## src/mark_sel_pkg.sv

```systemverilog
// Constants for the mark and sync input selection block
package mark_sel_pkg;
  localparam int  SYNC_STAGES    = 2;
  localparam bit  ENABLE_ON      = 1'h1;
  localparam bit  SYNC_SRC_DIFF  = 1'h1;
  localparam bit  SYNC_SRC_PIN   = 1'h0;
  localparam bit  SYNC_ASSERTED  = 1'h0;
  localparam bit  SYNC_RELEASED  = 1'h1;
  localparam logic [1:0] PH_IDLE = 2'h0;
  localparam logic [1:0] PH_CGS  = 2'h1;
  localparam logic [1:0] PH_ILAS = 2'h2;
endpackage

```

## src/sync_timestamp_input_select.sv

```systemverilog
// Selection of the differential mark input as timestamp and/or sync request
// Behaviour
// - Timestamp enable tags sample from mark input
// - Source select one takes sync from mark
// - Mark may serve timestamp and sync together
// - Sync request is active low
// - Mark ignored unless receiver enable set
// - Receiver may stay disabled using pin sync
// - Source select zero takes sync from pin
// - Low starts code sync, high starts alignment
`timescale 1ns/1ps
module sync_timestamp_input_select (
  input  wire logic mclk,
  input  wire logic rst_n,
  input  wire logic diff_mark_input,
  input  wire logic single_ended_sync_pin,
  input  wire logic timestamp_enable,
  input  wire logic sync_source_select,
  input  wire logic diff_receiver_enable,
  output logic      sample_mark,
  output logic      sync_request,
  output logic      code_sync_start,
  output logic      lane_align_start
);
  typedef enum logic [1:0] {
    LINK_IDLE = 2'h0,
    LINK_CGS  = 2'h1,
    LINK_ILAS = 2'h2
  } link_state_t;

  logic       mark_meta_r;
  logic       mark_sync_r;
  logic       mark_hist_r;
  logic       pin_meta_r;
  logic       pin_sync_r;
  logic [mark_sel_pkg::SYNC_STAGES:0] recv_on_r;
  logic       sync_n_sel;
  link_state_t link_r;

  // Disabled receiver reads as released, so a floating mark input stays harmless
  always_ff @(posedge mclk) begin
    if (!rst_n) begin
      mark_meta_r <= mark_sel_pkg::SYNC_RELEASED;
      mark_sync_r <= mark_sel_pkg::SYNC_RELEASED;
      mark_hist_r <= mark_sel_pkg::SYNC_RELEASED;
    end else if (diff_receiver_enable == mark_sel_pkg::ENABLE_ON) begin
      mark_meta_r <= diff_mark_input;
      mark_sync_r <= mark_meta_r;
      mark_hist_r <= mark_sync_r;
    end else begin
      mark_meta_r <= mark_sel_pkg::SYNC_RELEASED;
      mark_sync_r <= mark_sel_pkg::SYNC_RELEASED;
      mark_hist_r <= mark_sel_pkg::SYNC_RELEASED;
    end
  end

  // Timestamp waits until enabling has flushed the stages, else stale ones mark
  always_ff @(posedge mclk) begin
    if (!rst_n) begin
      recv_on_r <= 3'h0;
    end else begin
      recv_on_r <= {recv_on_r[mark_sel_pkg::SYNC_STAGES-1:0], diff_receiver_enable};
    end
  end

  always_ff @(posedge mclk) begin
    if (!rst_n) begin
      pin_meta_r <= mark_sel_pkg::SYNC_RELEASED;
      pin_sync_r <= mark_sel_pkg::SYNC_RELEASED;
    end else begin
      pin_meta_r <= single_ended_sync_pin;
      pin_sync_r <= pin_meta_r;
    end
  end

  // Source mux; mark path still feeds timestamp when it is the sync source
  always_comb begin
    if (sync_source_select == mark_sel_pkg::SYNC_SRC_DIFF) begin
      sync_n_sel = mark_sync_r;
    end else begin
      sync_n_sel = pin_sync_r;
    end
  end

  // Mark level over two synced samples; first stage stays private to the synchroniser
  always_ff @(posedge mclk) begin
    if (!rst_n) begin
      sample_mark <= 1'h0;
    end else begin
      sample_mark <= (timestamp_enable == mark_sel_pkg::ENABLE_ON) &&
                     (diff_receiver_enable == mark_sel_pkg::ENABLE_ON) &&
                     (&recv_on_r) && mark_sync_r && mark_hist_r;
    end
  end

  always_ff @(posedge mclk) begin
    if (!rst_n) begin
      sync_request <= 1'h0;
    end else begin
      sync_request <= (sync_n_sel == mark_sel_pkg::SYNC_ASSERTED);
    end
  end

  // Link phase: low enters code sync, rising edge starts alignment
  always_ff @(posedge mclk) begin
    if (!rst_n) begin
      link_r           <= LINK_IDLE;
      code_sync_start  <= 1'h0;
      lane_align_start <= 1'h0;
    end else begin
      code_sync_start  <= 1'h0;
      lane_align_start <= 1'h0;
      case (link_r)
        LINK_IDLE, LINK_ILAS: begin
          if (sync_n_sel == mark_sel_pkg::SYNC_ASSERTED) begin
            link_r          <= LINK_CGS;
            code_sync_start <= 1'h1;
          end
        end
        LINK_CGS: begin
          if (sync_n_sel == mark_sel_pkg::SYNC_RELEASED) begin
            link_r           <= LINK_ILAS;
            lane_align_start <= 1'h1;
          end
        end
        default: begin
          link_r <= LINK_IDLE;
        end
      endcase
    end
  end
endmodule // sync_timestamp_input_select

```

## config.mk

```make
export PLATFORM = sky130hd
export DESIGN_NAME = sync_timestamp_input_select
export DESIGN_NICKNAME = d
export VERILOG_FILES = /design/src/mark_sel_pkg.sv /design/src/sync_timestamp_input_select.sv
export SDC_FILE = /design/constraint.sdc
export NUM_CORES = 1
export LEC_CHECK = 0
export BUFFER_PORTS_ARGS = -buffer_cell sky130_fd_sc_hd__buf_2
export CORE_MARGIN = 2
export CORE_UTILIZATION = 30
export DETAILED_ROUTE_END_ITERATION = 6
export PLACE_DENSITY_LB_ADDON = 0.3
export SLEW_MARGIN = 30
export SYNTH_ARGS = -nofsm -noshare
export SYNTH_HDL_FRONTEND = slang
export SYNTH_SLANG_ARGS = --single-unit
```

## constraint.sdc

```tcl
create_clock -name mclk -period 1.3 [get_ports mclk]
set_input_delay 0.13 -clock mclk [delete_from_list [all_inputs] [get_ports mclk]]
set_output_delay 0.13 -clock mclk [all_outputs]
set_load 0.02 [all_outputs]
```

==> qor.csv, run 1 <==
metric,value,unit
status,finished clean,
cts-root-buf,clkbuf_4,
setup_ws,0.441,ns
synth_xor_area_share,2.06,%
fill_cells,126,
numPortBuffers,10,
drive_gt1_share,32.0,%
drv_slew,0,
synth_area_leaders,"dfxtp_1 (66%), and2_1 (4.4%), or2_1 (4.4%), mux2_4 (3.5%), nand2_1 (3.5%)",
cts_tree,built,
fin_worst_skew,0.00222,ns
final_util,40.2,%
grt_pass1_vias,235,
whs_endpoint,mark_meta_r$_SDFF_PN1_,
antenna_found_initial,0,
track_usage,7.69,%
synth.area.mux_share,5.90,%
clock-sinks,14,
synthSimpleGateAreaFrac,25.1,%
cap_violations,0,
post_cts_buffers,0,
ioPinCount,11,
drc,0,
rows,13,
critPathMaxFanout,4,
insertion_delay,0.27,ns
place_congestion,0.602,
routed_via_density,4.23,
power_leakage,0.255,nW
yosysTopAreaCell,dfxtp_1,
overflow,0,
cts_max_level,1,
netlist_area,424,sq um
cts_max_path_buffers,2,
finalCriticalPeriod,0.859,ns
clk_pin_slew,0.08,ns
synth-seq-cells,14,
drt-wirelength-per-cell,8.06,um
synthAdderAreaFrac,0,%
layout_commonest_cell,dfxtp_1,
critPathCaptureType,register,
instances_no_fill,65,
yosysTopAreaCellShare,66.1,%
wl,524,um
hpwl,389,um
synth_compound_area_share,0,%
ys_seq_area_share,66.1,%
syn-instance-count,36,
critical_path_arrival,1.03,ns
die_x,41.6,um
synth_top_family_by_area,simple AND/OR/NAND/NOR gates,
grt_pass1_wl,917,um
total_power,775,uW
ys_types,13,
nNetsFinal,58,
die_h,41.6,um
pre_cts_ws,0.451,ns
drt_iter0_markers,5,
dieArea,1730,sq um
postRouteAntennaNets,0,
min-delay-start,diff_mark_input,
hold_depth,2,
dr_total_vias,275,
maxSlewHeadroom,83.1,%
numCtsBuffers,3,
antennaDiodeCount,0,
setup-tns-final,0,ns
first_pass_iters,2,
grt_start_max_net_pins,11,
cts.hold.buffers_added,0,
start_util,32.2,%
mostFrequentLayoutCells,"dfxtp_1 (14), buf_2 (10), nand2_1 (4)",
setup_viol,0,
worst_pin_slew,0.247,ns
worstReg2RegStart,mark_sync_r$_SDFF_PN1_,
cts_resized,0,
synth_nets,43,
ff2ff_path_depth,2,
rsz0062_at_grt,false,
hp-class,input port to register,
cp-start-kind,register,
synth.avg_cell_area,11.8,sq um
ir_worst_vdd,0.713,mV
post-route-period-util,66.1,%
p_per_area,1460,nW/um^2
r2r-end,link_r[1]$_SDFFE_PN0P_,
dp.cells,61,
final_hold_viol_count,0,
crit_required,1.47,ns
path_class,register to register,
core-area,1320,sq um
r2r_slack,0.44,ns
max_freq,1160,MHz
area_growth,24.8,%
yosysWarnings,0,
==> state kept, by name (all words and copies together) (netlist names) <==
signal,flops
recv_on_r,3
link_r,2
code_sync_start,1
lane_align_start,1
mark_hist_r,1
mark_meta_r,1
mark_sync_r,1
pin_meta_r,1
pin_sync_r,1
sample_mark,1
sync_request,1
==> worst max-delay path, cell delays in order (launching register included) <==
cell	delay (ns)
dfxtp_1	0.33
mux2_4	0.27
and3_1	0.16
==> layout make-up <==
class / count / area [sq um] / share of cell area [%]
tap: 15 / 18.8 / 3.55
clock buffer: 4 / 36.3 / 6.86
timing repair buffer: 10 / 50.0 / 9.46
inverter: 1 / 3.75 / 0.709
sequential: 14 / 280 / 53.0
multi-input combinational: 21 / 140 / 26.5
==> per-layer routing <==
layer,up-vias,global-route usage [%],wire (um)
met1,120,8.65,269
met3,2,5.22,28
met2,8,10.0,218
met4,0,5.81,8
met5,-,0,0
li1,145,-,-
==> per-stage QoR <==
| step | hold slack, ns | area, sq um |
|---|---|---|
| after floorplan | 0.203 | 424 |
| after global placement | 0.310 | 493 |
| after detailed placement | 0.314 | 493 |
| after CTS | 0.0239 | 529 |
| after global routing | 0.0272 | 529 |
| final | 0.0327 | 529 |
==> synth_stat cells <==
library cell	instances
mux2i_1	1
or2_1	3
nand2_1	4
mux2_4	1
xor2_1	1
nor3_1	2
nor3b_2	1
and2_1	3
nand2b_1	2
dfxtp_1	14
and3_1	2
inv_1	1
nand4_1	1
==> kinds of logic after synthesis <==
group,count (synthesis)
xor gates and xnor gates,1
buffers and inverters,1
DFF,14
muxes,2
and+or+nand+nor,18
==> worst max path at each step <==
stage | endpoint | startpoint | cells after the start | slack, ns
floorplan | link_r[1]$_SDFFE_PN0P_ | mark_sync_r$_SDFF_PN1_ | 2 | 0.47
global placement | link_r[1]$_SDFFE_PN0P_ | mark_sync_r$_SDFF_PN1_ | 2 | 0.46
detailed placement | link_r[1]$_SDFFE_PN0P_ | mark_sync_r$_SDFF_PN1_ | 2 | 0.45
CTS | sample_mark | sample_mark$_SDFF_PN0_ | 1 | 0.42
global route | code_sync_start | code_sync_start$_SDFF_PN0_ | 1 | 0.40
finish | link_r[1]$_SDFFE_PN0P_ | mark_sync_r$_SDFF_PN1_ | 2 | 0.44
==> power breakdown <==
group | internal, mW | total [mW] | switching, mW
Clock | 0.170 | 0.298 | 0.128
Combinational | 0.0172 | 0.0317 | 0.0145
Sequential | 0.440 | 0.445 | 0.00468
Total | 0.627 | 0.775 | 0.147
(Power assumes the default switching activity.)
==> run 2, diff against run 1 <==
==> constraint.sdc (replaced) <==
create_clock -name mclk -period 0.8 [get_ports mclk]
set_input_delay 0.08 -clock mclk [delete_from_list [all_inputs] [get_ports mclk]]
set_output_delay 0.08 -clock mclk [all_outputs]
set_load 0.02 [all_outputs]
==> run 2 against run 1 <==
Against the previous run:
- the flow now finishes with violations (negative setup slack)
- cell count is 6.2% higher
- sequential share of layout area is 4.7 points lower
- combinational power is 110% higher
- global-route usage is 1.4 points higher
- count of clock-buffer cells in the layout stayed put
- non-clock buffer count is 4 higher
- via count is 5.5% higher
- critical endpoint unchanged
==> qor.csv, run 2 (synthesis gave the netlist of run 1 again) <==
metric,value,unit
clock-sinks,14,
cts_tree,built,
worst_pin_slew,0.218,ns
power_leakage,0.276,nW
rsz0062_at_grt,true,
maxSlewHeadroom,85.1,%
violations,negative setup slack,
core-area,1320,sq um
post_cts_buffers,0,
hpwl,433,um
top_register,recv_on_r,
drt_iter0_markers,0,
min-delay-start,timestamp_enable,
p_per_area,2150,nW/um^2
grt_pass1_wl,1.10,mm
area_growth,40.7,%
numPortBuffers,10,
ioPinCount,11,
nNetsFinal,62,
fin_worst_skew,0.00566,ns
postRouteAntennaNets,0,
grt_pass1_vias,288,
drive_gt1_share,44.4,%
cp-start-kind,register,
critPathMaxFanout,2,
crit_required,0.98,ns
die_x,41.6,um
critPathMaxStageDelay,0.32,ns
path_cells,mux2_4 -> and3_1,
status,"finished, violations left",
top_usage_layer,met2,
cp-startpoint,pin_sync_r$_SDFF_PN1_,
die_h,41.6,um
critPathCaptureType,register,
instances_no_fill,69,
routed_via_density,4.20,
drt-wirelength-per-cell,8.91,um
post-route-period-util,103,%
rows,13,
pre_cts_ws,-0.0208,ns
layout_commonest_cell,dfxtp_1,
final_design_area_no_fill,597,sq um
critical_path_arrival,1.00,ns
dieArea,1730,sq um
crit_family,flip-flops,
final_util,45.3,%
cap_violations,0,
antenna_found_initial,0,
cts-root-buf,clkbuf_4,
dr_total_vias,290,
crit_buf_inv,0,
setup_ws,-0.0236,ns
final_hold_viol_count,0,
cts_max_level,1,
drc,0,
largest_register_ffs,3,
finalCriticalPeriod,0.824,ns
path_class,register to register,
cp_slowest_cell,dfxtp_2,
antennaDiodeCount,0,
ir_worst_vdd,1.57,mV
hp-class,input port to register,
drv_slew,0,
first_pass_iters,1,
overflow,0,
insertion_delay,0.28,ns
place_congestion,0.677,
numCtsBuffers,3,
mostFrequentLayoutCells,"dfxtp_1 (8), dfxtp_2 (6), buf_2 (6)",
clk_pin_slew,0.08,ns
dpl_cell_area,509,sq um
groute.layer.met3.usage,8.26,%
max_freq,1210,MHz
start_util,32.2,%
grt_start_max_net_pins,10,
cts_max_path_buffers,2,
wl,615,um
reg.largest.list,"recv_on_r: 3 flops, link_r: 2 flops",
setup_viol,3,
met2_usage,13.1,%
track_usage,9.13,%
dp.cells,63,
worstReg2RegStart,pin_sync_r$_SDFF_PN1_,
grt_util_met1,8.36,%
run 2: layout make-up:
| type | count | area, sq um |
|---|---|---|
| inverter | 1 | 3.75 |
| fill | 131 | 721 |
| tap | 15 | 18.8 |
| multi-input combinational | 21 | 140 |
| sequential | 14 | 288 |
| timing repair buffer | 14 | 110 |
| clock buffer | 4 | 36.3 |
run 2: worst register-to-register path, delay by kind of cell (launching register included):
kind / cells / cell delay, ns
AND/OR/NAND/NOR: 1 / 0.14
flip-flops: 1 / 0.32
multiplexers: 1 / 0.27
run 2: power by group:
group	internal, mW	switching (mW)	leakage (nW)
Combinational	0.0416	0.0260	0.140
Clock	0.277	0.217	0.0210
Sequential	0.716	0.00852	0.115
run 2: what timing repair did:
| item | in CTS | in global routing |
|---|---|---|
| pin swaps | 0 | 1 |
| hold endpoints to repair | 2 | 0 |
| hold buffers | 2 | 0 |
| gates cloned | 0 | 0 |
| resized for setup | 11 | 2 |
| setup endpoints to repair | 6 | 8 |
run 2: path summary, 6_finish.rpt:
path	slack, ns	depth (start not counted)	endpoint
setup / recovery	-0.02	2	link_r[1]$_SDFFE_PN0P_
hold / removal	0.04	3	sample_mark$_SDFF_PN0_
setup reg to reg	-0.02	2	link_r[1]$_SDFFE_PN0P_
hold reg to reg	0.41	2	sample_mark$_SDFF_PN0_
run 2: per-layer routing:
metal,share of wire (%),vias to the layer above
met1,45,123
met4,1.8,0
met5,0,-
met2,43,13
met3,9.8,2
li1,-,152
run 2: per-stage QoR:
stage | setup TNS [ns] | total power, mW | hold slack [ns]
final | -0.0269 | 1.29 | 0.0409
after detailed placement | -0.0313 | 0.798 | 0.262
after global placement | -0.00824 | 0.797 | 0.258
after global routing | -0.246 | 1.35 | 0.0261
after floorplan | -0.00756 | 0.765 | 0.153
after CTS | -0.0898 | 1.31 | 0.0339
